**src/hw/uotg_pkg.sv**
```systemverilog
package uotg_pkg;

	// Positions of the bits of the control word.
	localparam int CTL_MODULE_ENABLE = 0;
	localparam int CTL_OTG_OVERRIDE = 2;
	localparam int CTL_HOST_ENABLE = 3;
	localparam int CTL_DMINUS_PULLDOWN = 4;
	localparam int CTL_DPLUS_PULLDOWN = 5;
	localparam int CTL_DPLUS_PULLUP = 7;
	localparam int CTL_WIDTH = 8;

	localparam int EP_COUNT = 16;
	localparam int EP_PAIRS = 32;
	localparam int EP_NUM_W = 4;
	localparam int QUEUE_DEPTH = 16;
	localparam int QUEUE_CNT_W = 5;
	localparam logic [QUEUE_CNT_W-1:0] QUEUE_FULL = 5'h10;
	localparam logic [QUEUE_CNT_W-1:0] QUEUE_ONE = 5'h01;
	localparam logic [QUEUE_CNT_W-1:0] QUEUE_EMPTY = 5'h00;

	localparam int FULL_SPEED_KBPS = 12000;
	localparam int LOW_SPEED_KBPS = 1500;

	typedef enum logic [1:0] {
		UOTG_PID_OUT,
		UOTG_PID_IN,
		UOTG_PID_SETUP,
		UOTG_PID_OTHER
	} uotg_token_t;

	typedef enum logic {
		UOTG_SPEED_FULL,
		UOTG_SPEED_LOW
	} uotg_speed_t;

	typedef enum logic {
		UOTG_MODE_DEVICE,
		UOTG_MODE_HOST
	} uotg_mode_t;

	// Software control bits as one word.
	typedef struct packed {
		logic dplus_pullup_ctrl;
		logic unused_6;
		logic dplus_pulldown_ctrl;
		logic dminus_pulldown_ctrl;
		logic host_mode_enable;
		logic otg_manual_override;
		logic unused_1;
		logic module_enable_bit;
	} uotg_ctrl_t;

	// Line terminations driven onto the transceiver.
	typedef struct packed {
		logic dplus_pullup;
		logic dplus_pulldown;
		logic dminus_pulldown;
	} uotg_term_t;

	// A token classified for the shared data path.
	typedef struct packed {
		logic valid;
		logic rx;
		logic tx;
		logic [EP_NUM_W-1:0] endpoint;
		logic [EP_NUM_W:0] ep_pair;
	} uotg_dir_t;

	typedef struct packed {
		uotg_term_t term;
		logic vbus_meta;
		logic vbus_sync;
		uotg_dir_t dir;
		uotg_speed_t speed;
		logic speed_err;
		logic [QUEUE_CNT_W-1:0] queued;
	} uotg_state_t;

endpackage

```
**src/hw/uotg_line_term.sv**
```systemverilog
`timescale 1ns/1ps

// Summary of operation
// - In device mode without override the D+ pull-up is on only while module enable and module power are both set.
// - With override set the D+ pull-up follows the manual D+ pull-up bit.
// - VBUS below the session-valid level forces the D+ pull-up off whatever software asks.
// - Without override both pull-downs are on while host mode is enabled.
// - With override the D+ and D- pull-downs follow their own manual bits.
// - In device mode OUT and SETUP tokens are RX and IN tokens are TX.
// - In host mode OUT and SETUP tokens are TX and IN tokens are RX.
// - Full speed is allowed in both modes, low speed only as host.
// - Sixteen endpoints in two directions give 32 endpoint-direction pairs.
// - Up to 16 endpoint transfers can be queued at once.
// - One data path classifies and carries transfers for both modes.
// - Mode may change at run time without a reset of the block.
// - Suspend does not release the selected pull-up.
module uotg_line_term
	import uotg_pkg::*;
(
	// Clock and reset.
	input wire logic clk_in,
	input wire logic reset_in,
	// Software control.
	input wire uotg_ctrl_t ctrl_in,
	input wire logic module_power_bit_in,
	input wire logic low_speed_req_in,
	input wire logic bus_suspend_in,
	// Comparator level from the analog side.
	input wire logic vbus_session_valid_level_in,
	// Token and transfer queue.
	input wire logic token_valid_in,
	input wire uotg_token_t token_pid_in,
	input wire logic [EP_NUM_W-1:0] token_ep_in,
	input wire logic xfer_queue_in,
	input wire logic xfer_done_in,
	// Terminations.
	output uotg_term_t term_out,
	// Status.
	output uotg_mode_t mode_out,
	output uotg_speed_t speed_out,
	output logic speed_err_out,
	output uotg_dir_t dir_out,
	output logic [QUEUE_CNT_W-1:0] queued_out,
	output logic queue_ready_out
);

	uotg_state_t state_ff;
	uotg_state_t nxt_state;

	function automatic logic [EP_NUM_W:0] ep_pair(
		input logic [EP_NUM_W-1:0] ep,
		input logic tx
	);
		ep_pair = {ep, tx};
	endfunction

	logic host;
	logic can_queue;
	logic do_queue;
	logic do_done;

	// Mode is read live, so software may swap it at any time.
	assign host = ctrl_in.host_mode_enable;
	assign can_queue = state_ff.queued != QUEUE_FULL;
	assign do_queue = xfer_queue_in && can_queue;
	assign do_done = xfer_done_in && (state_ff.queued != QUEUE_EMPTY);

	always_comb begin
		nxt_state = state_ff;
		nxt_state.vbus_meta = vbus_session_valid_level_in;
		nxt_state.vbus_sync = state_ff.vbus_meta;
		// Suspend is not an input of the pull-up terms at all.
		if (ctrl_in.otg_manual_override) begin
			nxt_state.term.dplus_pullup = ctrl_in.dplus_pullup_ctrl;
			nxt_state.term.dplus_pulldown =
				ctrl_in.dplus_pulldown_ctrl;
			nxt_state.term.dminus_pulldown =
				ctrl_in.dminus_pulldown_ctrl;
		end else begin
			nxt_state.term.dplus_pullup = !host &&
				ctrl_in.module_enable_bit &&
				module_power_bit_in;
			nxt_state.term.dplus_pulldown = host;
			nxt_state.term.dminus_pulldown = host;
		end
		// Recomputed every cycle, so it comes back with VBUS.
		if (!state_ff.vbus_sync) begin
			nxt_state.term.dplus_pullup = 1'b0;
		end
		if (low_speed_req_in && host) begin
			nxt_state.speed = UOTG_SPEED_LOW;
			nxt_state.speed_err = 1'b0;
		end else begin
			nxt_state.speed = UOTG_SPEED_FULL;
			nxt_state.speed_err = low_speed_req_in;
		end
		nxt_state.dir.valid = token_valid_in &&
			(token_pid_in != UOTG_PID_OTHER);
		nxt_state.dir.endpoint = token_ep_in;
		nxt_state.dir.rx = 1'b0;
		nxt_state.dir.tx = 1'b0;
		unique case (token_pid_in)
			UOTG_PID_OUT, UOTG_PID_SETUP: begin
				nxt_state.dir.rx = !host;
				nxt_state.dir.tx = host;
			end
			UOTG_PID_IN: begin
				nxt_state.dir.rx = host;
				nxt_state.dir.tx = !host;
			end
			UOTG_PID_OTHER: begin
				nxt_state.dir.valid = 1'b0;
			end
		endcase
		nxt_state.dir.ep_pair =
			ep_pair(token_ep_in, nxt_state.dir.tx);
		if (do_queue && !do_done) begin
			nxt_state.queued = state_ff.queued + QUEUE_ONE;
		end else if (do_done && !do_queue) begin
			nxt_state.queued = state_ff.queued - QUEUE_ONE;
		end
	end

	always_ff @(posedge clk_in or posedge reset_in) begin
		if (reset_in) begin
			state_ff <= '0;
		end else begin
			state_ff <= nxt_state;
		end
	end

	assign term_out = state_ff.term;
	assign mode_out = host ? UOTG_MODE_HOST : UOTG_MODE_DEVICE;
	assign speed_out = state_ff.speed;
	assign speed_err_out = state_ff.speed_err;
	assign dir_out = state_ff.dir;
	assign queued_out = state_ff.queued;
	assign queue_ready_out = can_queue;

endmodule

```
**config.mk**
```make
export PLATFORM = sky130hd
export DESIGN_NAME = uotg_line_term
export DESIGN_NICKNAME = d
export VERILOG_FILES = /design/src/hw/uotg_pkg.sv /design/src/hw/uotg_line_term.sv
export SDC_FILE = /design/constraint.sdc
export NUM_CORES = 1
export LEC_CHECK = 0
export BUFFER_PORTS_ARGS = -buffer_cell sky130_fd_sc_hd__buf_2
export CAP_MARGIN = 10
export CORE_MARGIN = 4
export CORE_UTILIZATION = 41
export CTS_CLUSTER_SIZE = 14
export DETAILED_ROUTE_END_ITERATION = 8
export GPL_ROUTABILITY_DRIVEN = 0
export PLACE_DENSITY_LB_ADDON = 0.12
export SKIP_LAST_GASP = 1
export SYNTH_ARGS = -nofsm -noshare
export SYNTH_HDL_FRONTEND = slang
export SYNTH_SLANG_ARGS = --single-unit
```
**constraint.sdc**
```tcl
create_clock -name clk_in -period 2.6 [get_ports clk_in]
set_clock_uncertainty 0.1 [all_clocks]
set_input_delay 0.26 -clock clk_in [delete_from_list [all_inputs] [get_ports clk_in]]
set_output_delay 0.26 -clock clk_in [all_outputs]
set_load 0.02 [all_outputs]
```
==> flow_metrics.env, run 1 <==
export IMPL_insertion_delay_ps=280
export IMPL_fin_crit_ps=2470
export IMPL_critPathLaunch="queued_out[1]"
export IMPL_cp_data_arrival_time_ps=2540
export IMPL_die_x_um=57.5
export IMPL_synth_area_per_cell_um2=10.7
export IMPL_die_area_mm2=0.00331
export IMPL_drtIter0Drc=6
export IMPL_grt_pass1_wl_mm=3.08
export IMPL_relSlewSlack_pct=54.4
export IMPL_yosys_warnings=0
export IMPL_drt_pass1_iterations=4
export IMPL_n_fill_cell=221
export IMPL_grt_busiest_layer="met2"
export IMPL_setup_violations_final=0
export IMPL_path_cells="nor4_4 -> nand2_2 -> and2_1 -> ha_1 -> inv_2 -> ha_1 -> or4_4 -> o211ai_2 -> o211ai_1"
export IMPL_final_nets=161
export IMPL_fmax_ghz=0.406
export IMPL_r2r_start="queued_out[1]"
export IMPL_final_layout_size_suffix_gt1_share_pct=47.0
export IMPL_grt_start_max_net_pins=20
export IMPL_syn_num_nets=122
export IMPL_crit_path_top_delay_cell="or4_4"
export IMPL_dp_hpwl_mm=1.41
export IMPL_io_buffers=43
export IMPL_core_mm2=0.00228
export IMPL_rsz0062_at_grt="yes"
export IMPL_cp_endpoint="queued_out[4]"
export IMPL_reg2regPathDepth=9
export IMPL_worst_pin_slew_ps=683
export IMPL_start_util_pct=44.2
export IMPL_layout_commonest_cell="buf_2"
export IMPL_cts_clk_slew_worst_paths_ps=110
export IMPL_track_usage_pct=11.7
export IMPL_final_cell_mix="buf_2 (43), dfrtp_1 (19), nand2_1 (7), buf_4 (7), dlygate4sd3_1 (6)"
export IMPL_max_stage_delay_ps=500
export IMPL_setup_worst_path_class="reg -> reg"
export IMPL_synth_area_leaders="dfrtp_1 (47%), buf_4 (16%), ha_1 (5.0%)"
export IMPL_synth_cells=94
export IMPL_r2r_end="queued_out[4]"
export IMPL_area_growth_pct=26.2
export IMPL_drc_errors=0
export IMPL_hold_path_class="in -> reg"
export IMPL_syn_area_mm2=0.00101
export IMPL_synth_cell_types=30
export IMPL_yosysSeqAreaShare_pct=47.3
export IMPL_placed_area_mm2=0.00115
export IMPL_die_h_um=57.5
export IMPL_drv_slew=0
export IMPL_grt_use_met1_pct=14.1
export IMPL_synth_seq_cells=19
export IMPL_routed_wl_mm=1.79
export IMPL_n_antenna_cell=0
export IMPL_cts_sinks=19
export IMPL_cts_buffer_depth=2
export IMPL_end_kind="register"
export IMPL_h_tree_depth=1
export IMPL_powerDensity_mw_per_mm2=908
export IMPL_cts_buffers=3
export IMPL_synth_area_leader_cell="dfrtp_1"
export IMPL_finalSetupTns_ps=0
export IMPL_crit_top_cell="ha_1"
export IMPL_cp_start_kind="register"
export IMPL_worst_slack_ps=135
export IMPL_use_met3_pct=4.07
export IMPL_power_leakage_nw=0.624
export IMPL_cts_tree="done"
export IMPL_use_met2_pct=19.8
export IMPL_antenna_left=0
export IMPL_maxCapViolCount=0
export IMPL_wl_per_cell_um=11.2
export IMPL_synth_top_area_share_pct=47.3
export IMPL_grt_pass1_vias=752
export IMPL_outcome="completed"
export IMPL_fin_area_mm2=0.00127
export IMPL_place_ws_ps=46.8
export IMPL_crit_required_ps=2670
export IMPL_r2r_slack_ps=130
export IMPL_cp_depth=9
export IMPL_crit_family="simple AND/OR/NAND/NOR gates"
export IMPL_timing_critical_path_buf_inv=1
export IMPL_rows=17
export IMPL_critical_path_max_fanout=5
export IMPL_cts_root_buffer="clkbuf_4"
export IMPL_period_share_pct=94.8
export IMPL_hold_viol=0
export IMPL_vias=757
export IMPL_peakVddDrop_mv=0.489
export IMPL_antenna_found_initial=0
export IMPL_grt_overflow_total=0
export IMPL_vias_per_cell=4.73
export IMPL_pin_count=47
registers in the layout (all words and copies together), names as in the netlist:
register / count
dir_out: 7
state_ff: 1
queued_out: 5
speed_out: 1
nxt_state: 1
term_out: 3
speed_err_out: 1
cell type report:
cell class	count	area, um^2	share of cell area [%]
Sequential cell	19	475	37.4
Multi-Input combinational cell	50	390	30.7
Timing Repair Buffer	56	328	25.8
Tap cell	28	35.0	2.76
Clock buffer	3	22.5	1.77
Inverter	3	11.3	0.887
Clock inverter	1	7.51	0.591
through the flow:
step | utilization, % | power [mW] | instances | hold WS, ps
floorplan | - | 0.843 | 94 | 111
global placement | 50.4 | 0.942 | 149 | 236
detailed placement | 50.4 | 0.956 | 149 | 242
CTS | 54.4 | 1.11 | 159 | 56.1
global route | 55.8 | 1.25 | 160 | 63.6
finish | 55.8 | 1.15 | 160 | 66.5
worst min-delay path: stages:
cell and delay (ps):
buf_2 70, nand2_1 40, nand2_1 50
power breakdown:
| group | leakage [nW] | switching (mW) | internal, mW |
|---|---|---|---|
| registers | 0.230 | 0.0622 | 0.350 |
| logic | 0.380 | 0.305 | 0.287 |
| clock network | 0.0139 | 0.0906 | 0.0582 |
timing repair:
item / CTS / global route
resized for setup: 0 / 3
buffers inserted: 0 / 1
endpoints found under the hold margin: 24 / 0
hold buffers: 6 / 0
endpoints found under the setup margin: 0 / 2
how the worst min path moves through the flow:
stage	from	end	slack [ps]	cells after the start
after CTS	ctrl_in[4]	term_out[0]	60	3
after floorplan	reset_in	dir_out[0]	110	1
after global routing	ctrl_in[4]	term_out[0]	60	3
after global placement	nxt_state[19]	state_ff[19]	240	0
after detailed placement	nxt_state[19]	state_ff[19]	240	0
final	ctrl_in[4]	term_out[0]	70	3
kinds of logic (layout without fill, tap and decap cells):
kind of cell,count (synthesis),in the layout,share of synthesized area (%)
flops,19,19,47.3
fa+ha+maj,5,5,6.97
simple gates,28,28,15.3
mux,3,3,3.23
xor+xnor,2,2,1.74
buf+inv,25,63,17.3
compound gates,12,12,8.21
cells in the mapped netlist, drive strengths merged:
library cell	instances
a32oi	1
a2111o	1
a21oi	4
nand3	3
nor4	1
nor2	2
nor3	1
inv	3
xnor2	2
nor3b	2
nor2b	2
and2	2
nand3b	2
o21ai	3
fa	1
dfrtp	19
a21boi	1
or3	1
nand2	8
o211ai	2
mux2	2
mux2i	1
nand2b	2
or4	2
ha	4
buf	22
metal layers:
layer | part of all wire (%) | vias to the layer above
li1 | - | 376
met1 | 40 | 352
met2 | 49 | 27
met3 | 9.9 | 2
met4 | 0.89 | 0
met5 | 0 | -
Power figures use the tool's default switching activity.
==> run 2, diff against run 1 <==
- ABC_AREA: unset -> 1
- CORE_UTILIZATION: 41 -> 40
==> run 2 against run 1 <==
Against the previous run:
- register-to-register slack better by 310 ps
- clock power fell by 4%
- routed wire length shrank 4.2%
- sequential share of layout area up 3.4 points
- worst setup slack better by 310 ps
- sequential cell count is the same
- via count down 2.6%
- cell area fell by 8.4%
- global-route usage is 0.49 points lower
- die area up 0.28%
- first-iteration DRC count up 83%
- non-clock buffer count down 7
- critical path type unchanged
- largest power group unchanged
==> flow_metrics.env, run 2 <==
export IMPL_yosys_warnings=0
export IMPL_hold_viol=0
export IMPL_io_buffers=43
export IMPL_placed_area_mm2=0.00108
export IMPL_rows=17
export IMPL_critical_path_max_fanout=5
export IMPL_synth_top_family_by_area="buffers and inverters"
export IMPL_drc_errors=0
export IMPL_routed_wl_mm=1.72
export IMPL_synth_edf_count=0
export IMPL_synthTopCellsByCount="nand2_1 (24), buf_4 (21), dfrtp_1 (19)"
export IMPL_vias=737
export IMPL_period_share_pct=82.8
export IMPL_stdcell_count=170
export IMPL_worst_slack_ps=447
export IMPL_relSlewSlack_pct=53.8
export IMPL_crit_top_cell="nand2_1"
export IMPL_syn_area_um2=985
export IMPL_synthMuxAreaShare_pct=0
export IMPL_crit_family="simple AND/OR/NAND/NOR gates"
export IMPL_dp_hpwl_mm=1.36
export IMPL_maxCapViolCount=0
export IMPL_synth_most_common_cell="nand2_1"
export IMPL_yosys_area_share_simple_pct=19.2
export IMPL_grt_pass1_vias=755
export IMPL_n_fill_cell=224
export IMPL_crit_path_top_delay_cell="dfrtp_1"
export IMPL_multi_input_area_um2=303
export IMPL_yosysSeqAreaShare_pct=48.3
export IMPL_vias_per_cell=4.34
export IMPL_pin_count=47
export IMPL_dpl_cell_count=160
export IMPL_cp_data_arrival_time_ps=2240
export IMPL_cts_tree="done"
export IMPL_rsz0062_at_grt="no"
export IMPL_die_x_um=57.6
export IMPL_cts_buffer_depth=2
export IMPL_synth_cells=110
export IMPL_largest_reg_flops=7
export IMPL_core_mm2=0.00228
export IMPL_synth_seq_cells=19
export IMPL_die_area_mm2=0.00332
export IMPL_fin_crit_ps=2150
export IMPL_place_ws_ps=456
export IMPL_grt_pass1_wl_mm=2.94
export IMPL_ys_async_sr_fraction_pct=100
export IMPL_power_leakage_nw=0.662
export IMPL_drt_pass1_iterations=4
export IMPL_postCtsResizedCells=0
export IMPL_final_layout_size_suffix_gt1_share_pct=33.8
export IMPL_setup_worst_path_class="reg -> reg"
export IMPL_cts_buffers=3
export IMPL_yosys_area_share_adder_pct=7.12
export IMPL_synth_top_area_share_pct=48.3
export IMPL_grt_start_max_net_pins=20
export IMPL_fmax_ghz=0.464
export IMPL_wl_per_cell_um=10.1
export IMPL_synth_area_leaders="dfrtp_1 (48%), buf_4 (16%), nand2_1 (9.1%)"
export IMPL_cp_start_kind="register"
export IMPL_grt_overflow_total=0
export IMPL_synth_area_leader_cell="dfrtp_1"
export IMPL_yosys_area_share_xor_xnor_pct=0.889
export IMPL_path_cells="nor2_1 -> nand4_1 -> nand2_1 -> inv_1 -> ha_1 -> inv_1 -> ha_1 -> or2_1 -> nand2_1 -> nand2_1 -> nand3_1 -> nand2_1"
export IMPL_drv_slew=0
export IMPL_cts_root_buffer="clkbuf_4"
export IMPL_fin_area_mm2=0.00116
export IMPL_end_kind="register"
export IMPL_outcome="completed"
export IMPL_die_h_um=57.6
export IMPL_synth_compound_area_share_pct=3.56
export IMPL_setup_violations_final=0
export IMPL_synth_cell_types=17
export IMPL_worst_pin_slew_ps=692
export IMPL_h_tree_depth=1
export IMPL_drtIter0Drc=11
export IMPL_seqCellArea_um2=475
export IMPL_hold_path_class="in -> reg"
export IMPL_powerDensity_mw_per_mm2=879
export IMPL_crit_required_ps=2680
export IMPL_whs_ps=54.4
export IMPL_cts_clk_slew_worst_paths_ps=100
export IMPL_peakVddDrop_mv=0.489
export IMPL_cts_sinks=19
export IMPL_synthFlopType="dfrtp_1"
export IMPL_final_nets=171
export IMPL_area_growth_pct=18.2
export IMPL_synth_area_per_cell_um2=8.95
export IMPL_finalSetupTns_ps=0
export IMPL_track_usage_pct=11.2
export IMPL_syn_num_nets=138
export IMPL_max_stage_delay_ps=450
export IMPL_antenna_left=0
export IMPL_timing_critical_path_buf_inv=2
export IMPL_layout_commonest_cell="buf_2"
export IMPL_n_antenna_cell=0
export IMPL_antenna_found_initial=0
export IMPL_final_cell_mix="buf_2 (43), nand2_1 (24), dfrtp_1 (19)"
export IMPL_insertion_delay_ps=290
export IMPL_start_util_pct=43.3
[run 2: changes by cell type after synthesis, moves of 3 or more]
cell and delta:
a21oi_1 -3, inv_1 +9, nand2_1 +16, nand3_1 +3, nor2_1 +8, or2_1 +3
[run 2: cell type report]
type                    instances  area share, %
well taps                      28           3.01
repair buffers                 49           23.7
inverters                      13           4.19
multi-input cells              57           26.0
clock buffers                   4           2.26
flip-flops and latches         19           40.9
[run 2: worst register-to-register path: cells and delay by family, from the launching register on]
family | cells | cell delay, ps
AND/OR/NAND/NOR | 8 | 850
flip-flops | 1 | 450
buffers and inverters | 2 | 200
adder cells (fa/ha/maj) | 2 | 480
[run 2: final timing paths]
check                                      from       endpoint  slack (ps)  depth (start not counted)
worst max-delay path              queued_out[1]  queued_out[4]         450                         12
min in group asynchronous              reset_in    dir_out[11]         510                          3
worst min register to register    nxt_state[19]   state_ff[19]         260                          0
worst max register to register    queued_out[1]  queued_out[4]         450                         12
max in group asynchronous              reset_in     dir_out[8]        1440                          3
worst min-delay path            token_pid_in[1]    dir_out[11]          50                          2
[run 2: cells by family (layout without fill, tap and decap cells)]
group | after synthesis | after routing
buffers and inverters | 34 | 66
XOR/XNOR | 1 | 1
AND/OR/NAND/NOR | 45 | 45
adder cells (fa/ha/maj) | 5 | 5
flip-flops | 19 | 19
AO/OA/AOI/OAI | 6 | 6
[run 2: where the power goes]
group | internal [mW] | switching (mW) | leakage, nW
logic | 0.185 | 0.285 | 0.419
registers | 0.350 | 0.0600 | 0.228
clock network | 0.0596 | 0.0830 | 0.0150
total | 0.595 | 0.428 | 0.662
[run 2: stage by stage]
step / power, mW / util [%]
floorplan: 0.824 / -
global placement: 0.871 / 47.3
detailed placement: 0.883 / 47.3
CTS: 1.04 / 51.1
global route: 1.12 / 51.1
finish: 1.02 / 51.1
[run 2: routing by layer]
layer,share of wire [%],track usage (%),vias to the layer above
met4,0.70,3.31,0
met1,42,12.5,324
met2,46,19.0,29
met5,0,0,-
met3,11,5.35,2
li1,-,-,382
[run 2: timing repair]
item,CTS,global route
hold endpoints to repair,24,0
hold buffers,6,0
buffers inserted,0,0
setup endpoints to repair,0,0
